File: config.mk
export PLATFORM = sky130hd
export DESIGN_NAME = lcs_input_stage
export DESIGN_NICKNAME = d
export VERILOG_FILES = /design/src/common/lcs_pkg.sv /design/src/hdl/lcs_input_stage.sv /design/src/hdl/lcs_src_mux.sv
export SDC_FILE = /design/constraint.sdc
export NUM_CORES = 1
export LEC_CHECK = 0
export ABC_AREA = 1
export BUFFER_PORTS_ARGS = -buffer_cell sky130_fd_sc_hd__buf_2
export CORE_MARGIN = 2
export CORE_UTILIZATION = 50
export CTS_BUF_LIST = sky130_fd_sc_hd__clkbuf_4
export DETAILED_ROUTE_END_ITERATION = 7
export PLACE_DENSITY_LB_ADDON = 0.25
export SETUP_SLACK_MARGIN = 0.15
export SLEW_MARGIN = 20
export SYNTH_ARGS = -nofsm -noshare
export SYNTH_HDL_FRONTEND = slang
export SYNTH_HIERARCHICAL = 1
export SYNTH_SLANG_ARGS = --single-unit
File: constraint.sdc
create_clock -name CLOCK -period 1.4 [get_ports CLOCK]
set_input_delay 0.07 -clock CLOCK [delete_from_list [all_inputs] [get_ports CLOCK]]
set_output_delay 0.07 -clock CLOCK [all_outputs]
set_load 0.02 [all_outputs]
File: src/common/lcs_pkg.sv
// lcs_pkg: register map, field layout and reset values of the cell input source stage
// assumes: included before the design modules that import it
`default_nettype none
package lcs_pkg;
  localparam int ADDR_W = 4;
  localparam int DATA_W = 16;
  localparam int SEL_W = 3;
  localparam int NUM_SRC = 4;
  localparam int NUM_GATE = 4;
  // register indices on the plain port, chosen locally
  localparam logic [ADDR_W-1:0] OFS_SELECT = 4'h0;
  localparam logic [ADDR_W-1:0] OFS_GATE_LOW = 4'h1;
  localparam logic [ADDR_W-1:0] OFS_GATE_HIGH = 4'h2;
  localparam logic [ADDR_W-1:0] OFS_POLARITY = 4'h3;
  localparam logic [ADDR_W-1:0] OFS_STATUS = 4'h4;
  // field positions inside the select register
  localparam int POS_SEL_A = 0;
  localparam int POS_SEL_B = 4;
  localparam int POS_SEL_C = 8;
  localparam int POS_SEL_D = 12;
  localparam logic [DATA_W-1:0] SELECT_MASK = 16'h7777;
  localparam logic [DATA_W-1:0] POL_MASK = 16'h000F;
  localparam logic [DATA_W-1:0] RST_SELECT = 16'h0000;
  localparam logic [DATA_W-1:0] RST_GATE = 16'h0000;
  localparam logic [DATA_W-1:0] RST_POL = 16'h0000;
  localparam logic [DATA_W-1:0] READ_ZERO = 16'h0000;
endpackage : lcs_pkg
`default_nettype wire

File: src/hdl/lcs_input_stage.sv
// lcs_input_stage: source selection and gate-enable matrix of one logic cell
// assumes: every source input synchronous to CLOCK; register port per the plain strobe bus
//
// The address-and-strobe port and the register offsets were left to the implementer.
`default_nettype none
module lcs_input_stage
  import lcs_pkg::*;
(
  input wire logic CLOCK,
  input wire logic RSTN,
  input wire logic CE,
  input wire logic [lcs_pkg::ADDR_W-1:0] ADDR,
  input wire logic [lcs_pkg::DATA_W-1:0] WDATA,
  input wire logic WR,
  input wire logic RD,
  output logic [lcs_pkg::DATA_W-1:0] RDATA,
  input wire logic CELL_PIN_IN_A,
  input wire logic CELL_PIN_IN_B,
  input wire logic CELL_PIN_IN_C,
  input wire logic CELL_PIN_IN_D,
  input wire logic INSTR_CYCLE_CLOCK,
  input wire logic LOW_POWER_RC_CLOCK,
  input wire logic REF_CLOCK_OUT,
  input wire logic [3:0] CC_AUX_OUT,
  input wire logic [3:0] CC_UNIT_FLAG,
  input wire logic [3:0] CELL_OUT,
  input wire logic [2:0] COMPARATOR_OUT,
  input wire logic PWM_EVENT_A,
  input wire logic SERIAL_DATA_IN,
  input wire logic SERIAL_DATA_OUT,
  input wire logic SERIAL_RX_OUT,
  input wire logic SERIAL_TX_IN,
  input wire logic SERIAL_ON_REMAP,
  output logic [3:0] SEL_TRUE,
  output logic [3:0] GATE_OUT
);
  import lcs_pkg::*;

  logic [DATA_W-1:0] select_reg;
  logic [DATA_W-1:0] gate_low_reg;
  logic [DATA_W-1:0] gate_high_reg;
  logic [DATA_W-1:0] pol_reg;
  logic [DATA_W-1:0] rdata_reg;
  logic [3:0] sel_true_reg;
  logic [3:0] gate_reg;
  logic [3:0] gate_next;
  logic [7:0] src_a;
  logic [7:0] src_b;
  logic [7:0] src_c;
  logic [7:0] src_d;
  logic [NUM_SRC-1:0] mux_true;
  logic [NUM_SRC-1:0] mux_inv;
  logic [7:0] mux_pair;
  logic [31:0] gate_en;
  logic sdi_ok;
  logic sdo_ok;
  logic wr_en;

  // serial data is undefined off the remap path; forced low so gates stay deterministic
  assign sdi_ok = SERIAL_DATA_IN & SERIAL_ON_REMAP;
  assign sdo_ok = SERIAL_DATA_OUT & SERIAL_ON_REMAP;

  // one write qualifier, so a frozen clock enable blocks every register alike
  assign wr_en = CE & WR;

  // reserved codes feed a constant low so a stray code cannot float a gate
  always_comb begin
    src_a = 8'h00;
    src_a[0] = CELL_PIN_IN_A;
    src_a[1] = INSTR_CYCLE_CLOCK;
    src_a[2] = CELL_OUT[2];
    src_a[3] = LOW_POWER_RC_CLOCK;
    src_a[4] = REF_CLOCK_OUT;
    src_a[6] = CC_AUX_OUT[1];
    src_a[7] = CC_AUX_OUT[3];
  end
  always_comb begin
    src_b = 8'h00;
    src_b[0] = CELL_PIN_IN_B;
    src_b[2] = COMPARATOR_OUT[0];
    src_b[3] = SERIAL_TX_IN;
    src_b[6] = CC_UNIT_FLAG[0];
    src_b[7] = CC_UNIT_FLAG[1];
  end
  // serial lines are this cell's own port instance, wired in by the integrator
  always_comb begin
    src_c = 8'h00;
    src_c[0] = CELL_PIN_IN_C;
    src_c[1] = CELL_OUT[0];
    src_c[2] = COMPARATOR_OUT[1];
    src_c[3] = sdo_ok;
    src_c[4] = SERIAL_RX_OUT;
    src_c[5] = CELL_OUT[3];
    src_c[6] = CC_UNIT_FLAG[2];
    src_c[7] = CC_UNIT_FLAG[3];
  end
  always_comb begin
    src_d = 8'h00;
    src_d[0] = PWM_EVENT_A;
    src_d[1] = CELL_OUT[1];
    src_d[2] = COMPARATOR_OUT[2];
    src_d[3] = sdi_ok;
    src_d[5] = CELL_PIN_IN_D;
    src_d[6] = CC_AUX_OUT[0];
    src_d[7] = CC_AUX_OUT[2];
  end

  lcs_src_mux u_mux_a (
    .sel(select_reg[POS_SEL_A +: SEL_W]),
    .src(src_a),
    .sel_true(mux_true[0]),
    .sel_inv(mux_inv[0])
  );
  lcs_src_mux u_mux_b (
    .sel(select_reg[POS_SEL_B +: SEL_W]),
    .src(src_b),
    .sel_true(mux_true[1]),
    .sel_inv(mux_inv[1])
  );
  lcs_src_mux u_mux_c (
    .sel(select_reg[POS_SEL_C +: SEL_W]),
    .src(src_c),
    .sel_true(mux_true[2]),
    .sel_inv(mux_inv[2])
  );
  lcs_src_mux u_mux_d (
    .sel(select_reg[POS_SEL_D +: SEL_W]),
    .src(src_d),
    .sel_true(mux_true[3]),
    .sel_inv(mux_inv[3])
  );

  // per gate byte: bit 2k+1 true enable, bit 2k negated enable of source k
  assign mux_pair = {mux_true[3], mux_inv[3], mux_true[2], mux_inv[2],
                     mux_true[1], mux_inv[1], mux_true[0], mux_inv[0]};
  assign gate_en = {gate_high_reg, gate_low_reg};

  always_comb begin
    for (int g = 0; g < NUM_GATE; g++) begin
      // empty enable byte ORs to zero, then polarity flips it
      gate_next[g] = (|(gate_en[8*g +: 8] & mux_pair)) ^ pol_reg[g];
    end
  end

  // select register kept apart: its mask is what makes the unused bits read zero
  always_ff @(posedge CLOCK or negedge RSTN) begin
    if (!RSTN) begin
      select_reg <= RST_SELECT;
    end else if (wr_en && ADDR == OFS_SELECT) begin
      select_reg <= WDATA & SELECT_MASK;
    end
  end

  // gate enables and polarity: writes honour only implemented bits
  always_ff @(posedge CLOCK or negedge RSTN) begin
    if (!RSTN) begin
      gate_low_reg <= RST_GATE;
      gate_high_reg <= RST_GATE;
      pol_reg <= RST_POL;
    end else if (wr_en) begin
      case (ADDR)
        OFS_GATE_LOW: gate_low_reg <= WDATA;
        OFS_GATE_HIGH: gate_high_reg <= WDATA;
        OFS_POLARITY: pol_reg <= WDATA & POL_MASK;
        default: ;
      endcase
    end
  end

  // read data stands only in the cycle after the strobe, and is held unchanged while CE is low
  always_ff @(posedge CLOCK or negedge RSTN) begin
    if (!RSTN) begin
      rdata_reg <= READ_ZERO;
    end else if (CE) begin
      if (RD) begin
        case (ADDR)
          OFS_SELECT: rdata_reg <= select_reg;
          OFS_GATE_LOW: rdata_reg <= gate_low_reg;
          OFS_GATE_HIGH: rdata_reg <= gate_high_reg;
          OFS_POLARITY: rdata_reg <= pol_reg;
          OFS_STATUS: rdata_reg <= {8'h00, gate_reg, sel_true_reg};
          default: rdata_reg <= READ_ZERO;
        endcase
      end else begin
        rdata_reg <= READ_ZERO;
      end
    end
  end

  // outputs registered for clean timing; costs one cycle at the pins and in the status word
  always_ff @(posedge CLOCK or negedge RSTN) begin
    if (!RSTN) begin
      sel_true_reg <= 4'h0;
    end else if (CE) begin
      sel_true_reg <= mux_true;
    end
  end

  always_ff @(posedge CLOCK or negedge RSTN) begin
    if (!RSTN) begin
      gate_reg <= 4'h0;
    end else if (CE) begin
      gate_reg <= gate_next;
    end
  end

  assign RDATA = rdata_reg;
  assign SEL_TRUE = sel_true_reg;
  assign GATE_OUT = gate_reg;
endmodule : lcs_input_stage
`default_nettype wire

File: src/hdl/lcs_src_mux.sv
// lcs_src_mux: one eight-way data source selector with true and negated outputs
// assumes: sources already synchronous to the cell clock; reserved codes tied low by the caller
`default_nettype none
module lcs_src_mux (
  input wire logic [2:0] sel,
  input wire logic [7:0] src,
  output logic sel_true,
  output logic sel_inv
);
  // purely combinational so a new code acts at once
  always_comb begin
    sel_true = src[sel];
    sel_inv = ~src[sel];
  end
endmodule : lcs_src_mux
`default_nettype wire

==> summary.md, run 1 <==
| Metric | Value |
|---|---|
| Gr usage total | 28.1% |
| Total die area | 8910 µm² |
| CTS H-tree lvls | 3 |
| Setup CP Type | flop to flop |
| Multi-input gate area | 2160 µm² |
| R2R cell count | 12 |
| Hold_sp | CE |
| R2R Setup Slk | -0.14 ns |
| Num ports | 77 |
| Wirelength per Cell | 14.5 µm |
| Sequential share of the synthesized area | 44.1% |
| Max Cap Viol | 0 |
| Routed Wire Length | 11.7 mm |
| Crit path capture type | flop |
| Final Slew Violations | 0 |
| Max IR drop VDD | 603 µV |
| Hold Path Class | primary input to flop |
| Finished Core Util | 68.7% |
| FF+latch area | 1810 µm² |
| Post-DP HPWL | 7.90 mm |
| Avg Inst Size Synth | 7.10 µm² |
| Req. time, crit path | 1.73 ns |
| Crit start category | flop |
| First-pass GRT wire length | 19.2 mm |
| Share of cells above drive strength 1 | 33.8% |
| Final hold violations | 0 |
| Vias/cell | 5.17 |
| Critical path peak fanout | 7 |
| Setup TNS | -0.521 ns |
| Vias in the first global route | 3,977 |
| Count of different cell masters after synthesis | 22 |
| Fin Clk Skew | 0.0105 ns |
| Pin count of the biggest net entering global routing | 73 |
| Nets | 752 |
| Failing checks | setup timing |
| Worst setup path endpoint | GATE_OUT[0]$_DFFE_PN0P_ |
| Met2 WL | 5.62 mm |
| Post-Syn Area | 4090 µm² |
| Fillers | 676 |
| # rows | 32 |
| Most frequent cells in the layout | 217 x nand2_1, 76 x buf_2, 67 x inv_1 |
| DRT Pass-1 Iters | 6 |
| RSZ-0062 raised after global routing | true |
| Clock-pin slew on the worst setup and hold paths | 0.12 ns |
| Worst skew pair latency | 0.43 ns |
| Final setup violation count | 4 |
| Crit path DAT | 1.88 ns |
| Flops & latches, synth | 72 |
| Total CTS buffers | 9 |
| Fmax | 648 MHz |
| YS warnings | 6 |
| Core area | 7810 µm² |
| Met3 wire length | 856 µm |
| Initial antenna violation count | 0 |
| Fin crit period | 1.54 ns |
| Layout area overhead | 31.2% |
| Pwr per Cell Area | 1200 nW/µm² |
| Total inserted antenna cells | 0 |
| Final setup margin | -0.143 ns |
| Die height | 94.4 µm |
| # DRC | 0 |
| Top sig layer | met4 |
| RD Place Congestion | 0.924 |
| Mapped Cells | 576 |
| GRT overflow | 0 |
| Post-DRT Antenna Nets | 0 |
| Clock buffer depth | 2 |
| CTS tree | built |
| PortBufs | 76 |
| FF-to-FF End | GATE_OUT[0]$_DFFE_PN0P_ |
| Root buf cell | clkbuf_4 |
| Leak | 3.00 nW |
| Initial core utilization | 52.4% |
| Reg-to-reg critical path startpoint | select_reg[4]$_DFFE_PN0P_ |
| Most common cell after layout, fill and taps aside | nand2_1 |
| Worst Setup SP | select_reg[4]$_DFFE_PN0P_ |
| Outcome | finished with violations |
| CTS sink cnt | 72 |
| Die X | 94.4 µm |
| Final Cycle Share | 110% |
| Met1 WL | 4.94 mm |
| Via total after detailed routing | 4,163 |
| First DRT Iteration DRCs | 287 |
synthesized netlist by cell type:
| cell type | number | area (µm²) |
|---|---|---|
| nand2_2 | 1 | 6.26 |
| buf_4 | 1 | 7.51 |
| dfrtp_1 | 72 | 1800 |
| o21ai_0 | 23 | 115 |
| inv_2 | 7 | 26.3 |
| buf_6 | 6 | 67.6 |
| nand3_1 | 70 | 350 |
| inv_1 | 67 | 251 |
| inv_6 | 1 | 8.76 |
| clkbuf_1 | 4 | 15.0 |
| nand2_4 | 3 | 33.8 |
| nand3b_1 | 4 | 30.0 |
| o21ai_2 | 25 | 219 |
| nand2_1 | 260 | 976 |
| conb_1 | 1 | 3.75 |
| buf_2 | 4 | 20.0 |
| nor2_1 | 12 | 45.0 |
| nor3_4 | 1 | 16.3 |
| nor2_2 | 2 | 12.5 |
| o21ai_1 | 7 | 35.0 |
| nand4_1 | 2 | 12.5 |
| nor2_4 | 3 | 33.8 |
worst min-delay path by stage:
| stage | cells after the start | end |
|---|---|---|
| global route | 4 | SEL_TRUE[1]$_DFFE_PN0P_ |
| floorplan | 0 | GATE_OUT[0]$_DFFE_PN0P_ |
| detailed placement | 2 | RDATA[8]$_DFFE_PN0P_ |
| global placement | 2 | RDATA[5]$_DFFE_PN0P_ |
| finish | 4 | SEL_TRUE[1]$_DFFE_PN0P_ |
| CTS | 4 | SEL_TRUE[1]$_DFFE_PN0P_ |
cells by family after synthesis:
group / after synthesis / share of synthesized area (%)
compound gates: 55 / 9.03
buf+inv: 90 / 9.70
simple gates: 358 / 37.1
other cells: 1 / 0.0917
flops: 72 / 44.1
layer usage:
| layer | track usage, % | up-vias |
|---|---|---|
| li1 | - | 2031 |
| met1 | 37.1 | 1912 |
| met2 | 47.0 | 195 |
| met3 | 3.67 | 25 |
| met4 | 11.4 | 0 |
| met5 | 0 | - |
power by group:
group          switching, mW  leakage [nW]  internal [mW]
sequential             0.381         0.935           2.42
clock                  0.775        0.0847          0.710
combinational           1.27          1.99          0.880
total                   2.43          3.00           4.01
repair_timing:
action | CTS | global route
buffers inserted | 2 | 4
cloned | 0 | 0
pin swaps | 14 | 25
gates resized for setup | 35 | 48
hold endpoints to repair | 116 | 0
hold buffers | 17 | 0
endpoints found under the setup margin | 6 | 9
stage by stage:
stage | instances | cell area, µm² | hold slack (ns) | total power [mW] | setup slack [ns]
finish | 806 | 5360 | 0.0751 | 6.44 | -0.143
global route | 806 | 5360 | 0.0774 | 6.85 | -0.237
detailed placement | 767 | 4730 | 0.135 | 4.52 | -0.292
CTS | 802 | 5190 | 0.0617 | 6.19 | -0.122
global placement | 767 | 4730 | 0.130 | 4.47 | -0.246
floorplan | 580 | 4110 | -0.226 | 3.85 | 0.0797
final cells by class:
cell class	instances	area share, %
clock inverters	7	1.61
well taps	102	2.38
flip-flops and latches	72	33.7
repair buffers	123	15.3
multi-input cells	418	40.2
inverters	75	5.48
clock buffers	9	1.26
worst max-delay path, cell delays in order, from the launching register on:
cell	delay, ns
dfrtp_2	0.49
inv_4	0.10
nand2_1	0.07
nand3_2	0.09
nand2_2	0.06
nand2_2	0.07
nand2_4	0.09
nand2_2	0.10
nand2_2	0.08
nor2_4	0.11
nand3b_1	0.08
nand3_1	0.07
nand2_1	0.05
Power figures use the tool's default switching activity.
==> run 2, diff against run 1 <==
Settings changed: BUFFER_PORTS_ARGS -buffer_cell sky130_fd_sc_hd__buf_2 to not set, DONT_BUFFER_PORTS set to 1.
==> run 2 against run 1 <==
The flow finishes with violations (hold timing, setup timing). Register-to-register slack about the same. Sequential share of layout area increased by 2.9 points. Via count decreased by 5.6%. Global-route usage decreased by 0.26 points. Sequential power increased by 5%. Count of clock-buffer cells in the layout unchanged. Combinational power decreased by 13%. First-iteration DRC count decreased by 1.0%. Critical path type unchanged.
==> summary.md, run 2 (synthesis results as in run 1) <==
| Metric | Value |
|---|---|
| Layout area overhead | 21.0% |
| CP Buf/Inv Count | 1 |
| CTS tree | built |
| Gr usage total | 27.8% |
| Crit start category | flop |
| PortBufs | 0 |
| # rows | 32 |
| Fmax | 647 MHz |
| Fillers | 691 |
| Core area | 7810 µm² |
| Pwr per Cell Area | 1190 nW/µm² |
| Failing checks | hold timing, setup timing |
| Reg-to-reg critical path startpoint | select_reg[4]$_DFFE_PN0P_ |
| RD Place Congestion | 0.905 |
| Total CTS buffers | 9 |
| Critical path's slowest cell | dfrtp_2 |
| Final setup violation count | 4 |
| Post-DRT Antenna Nets | 0 |
| Critical path peak fanout | 7 |
| Routed Wire Length | 11.9 mm |
| Final Slew Violations | 0 |
| Power, Total | 5.89 mW |
| Final hold violations | 80 |
| Crit path DAT | 1.92 ns |
| Max incr delay on CP | 0.48 ns |
| Clock-pin slew on the worst setup and hold paths | 0.12 ns |
| Crit path top cell by count | nand2_1 |
| First DRT Iteration DRCs | 284 |
| Post-DP HPWL | 7.85 mm |
| Most common cell after layout, fill and taps aside | nand2_1 |
| Final Cycle Share | 110% |
| Wirelength per Cell | 16.2 µm |
| Root buf cell | clkbuf_4 |
| Total inserted antenna cells | 0 |
| Outcome | finished with violations |
| Crit path capture type | flop |
| GRT overflow | 0 |
| Cells along the critical path | inv_4 -> nand2_2 -> nand3_2 -> nand2_2 -> nand2_2 -> nand2_4 -> nand2_1 -> nand2_1 -> nor2_2 -> nand2_1 -> nand2_1 -> nand3_1 -> nand2_1 |
| Worst hold slack | -0.683 ns |
| Nets | 680 |
| # DRC | 0 |
| Vias/cell | 5.37 |
| Top delay family on crit path | simple AND/OR/NAND/NOR gates |
| Leak | 2.67 nW |
| CTS sink cnt | 72 |
| Worst Setup SP | select_reg[4]$_DFFE_PN0P_ |
| RSZ-0062 raised after global routing | true |
| Total die area | 8910 µm² |
| Pin count of the biggest net entering global routing | 73 |
| First-pass GRT wire length | 18.8 mm |
| Fin Clk Skew | 0.00816 ns |
| Fin crit period | 1.54 ns |
| Vias in the first global route | 3,817 |
| Pre-CTS WS | -0.303 ns |
| DRT Pass-1 Iters | 5 |
| Most frequent cells in the layout | 222 x nand2_1, 66 x dfrtp_1, 66 x inv_1 |
| Die height | 94.4 µm |
| Share of cells above drive strength 1 | 25.2% |
| Worst skew pair latency | 0.43 ns |
| Final setup margin | -0.145 ns |
| Finished Core Util | 63.3% |
| Setup CP Type | flop to flop |
| Max IR drop VDD | 576 µV |
| Hold buffers post-CTS | 20 |
| Initial core utilization | 52.4% |
| Initial antenna violation count | 0 |
| Hold Path Class | primary input to asynchronous set/reset pin |
| Die X | 94.4 µm |
| CTS H-tree lvls | 3 |
| Max Cap Viol | 0 |
| Num ports | 77 |
| Clock buffer depth | 2 |
| Via total after detailed routing | 3,928 |
| Req. time, crit path | 1.77 ns |
[run 2: layer usage]
| layer | share of wire [%] | track usage (%) |
|---|---|---|
| met5 | 0 | 0 |
| met4 | 1.8 | 9.18 |
| met3 | 7.5 | 6.38 |
| met2 | 49 | 47.3 |
| met1 | 41 | 35.2 |
[run 2: power by group]
part,internal [mW],total (mW),switching [mW]
Clock,0.330,1.08,0.746
Combinational,0.805,1.88,1.07
Sequential,2.42,2.94,0.514
[run 2: cell type report]
class / count / area [µm²] / share of cell area, %
multi-input combinational: 418 / 2140 / 43.4
sequential: 72 / 1810 / 36.6
timing repair buffer: 51 / 475 / 9.62
inverter: 75 / 294 / 5.95
tap: 102 / 128 / 2.58
clock buffer: 9 / 67.6 / 1.37
clock inverter: 5 / 26.3 / 0.531
[run 2: stage by stage]
step	hold slack (ns)	TNS, ns	std cells	area [µm²]
after floorplan	-0.226	0	580	4110
after global placement	-0.223	-0.659	688	4300
after detailed placement	-0.224	-0.933	688	4300
after CTS	-0.693	-0.372	728	4780
after global routing	-0.704	-0.926	732	4940
final	-0.683	-0.496	732	4940
[run 2: worst reg2reg max path: stages, from the launching register on]
cell and delay, ns:
dfrtp_2 0.48, inv_4 0.10, nand2_2 0.05, nand3_2 0.08, nand2_2 0.07, nand2_2 0.08, nand2_4 0.09, nand2_1 0.07
nand2_1 0.06, nor2_2 0.14, nand2_1 0.07, nand2_1 0.06, nand3_1 0.08, nand2_1 0.07
[run 2: path summary, 6_finish.rpt]
check	endpoint	slack, ns	cells after the start
worst min register to register	gate_low_reg[13]$_DFFE_PN0P_	0.53	2
worst max-delay path	GATE_OUT[1]$_DFFE_PN0P_	-0.14	13
max in group asynchronous	select_reg[12]$_DFFE_PN0P_	1.96	0
worst min-delay path	select_reg[0]$_DFFE_PN0P_	-0.68	0
worst max register to register	GATE_OUT[1]$_DFFE_PN0P_	-0.14	13
min in group CLOCK	SEL_TRUE[2]$_DFFE_PN0P_	-0.26	2
[run 2: repair_timing]
action                                 in CTS  in global routing
setup endpoints to repair                   6                 24
setup buffers                               6                  3
cloned                                      0                  1
pin swaps                                  22                 19
gates resized for setup                    41                 46
endpoints found under the hold margin     135                 80
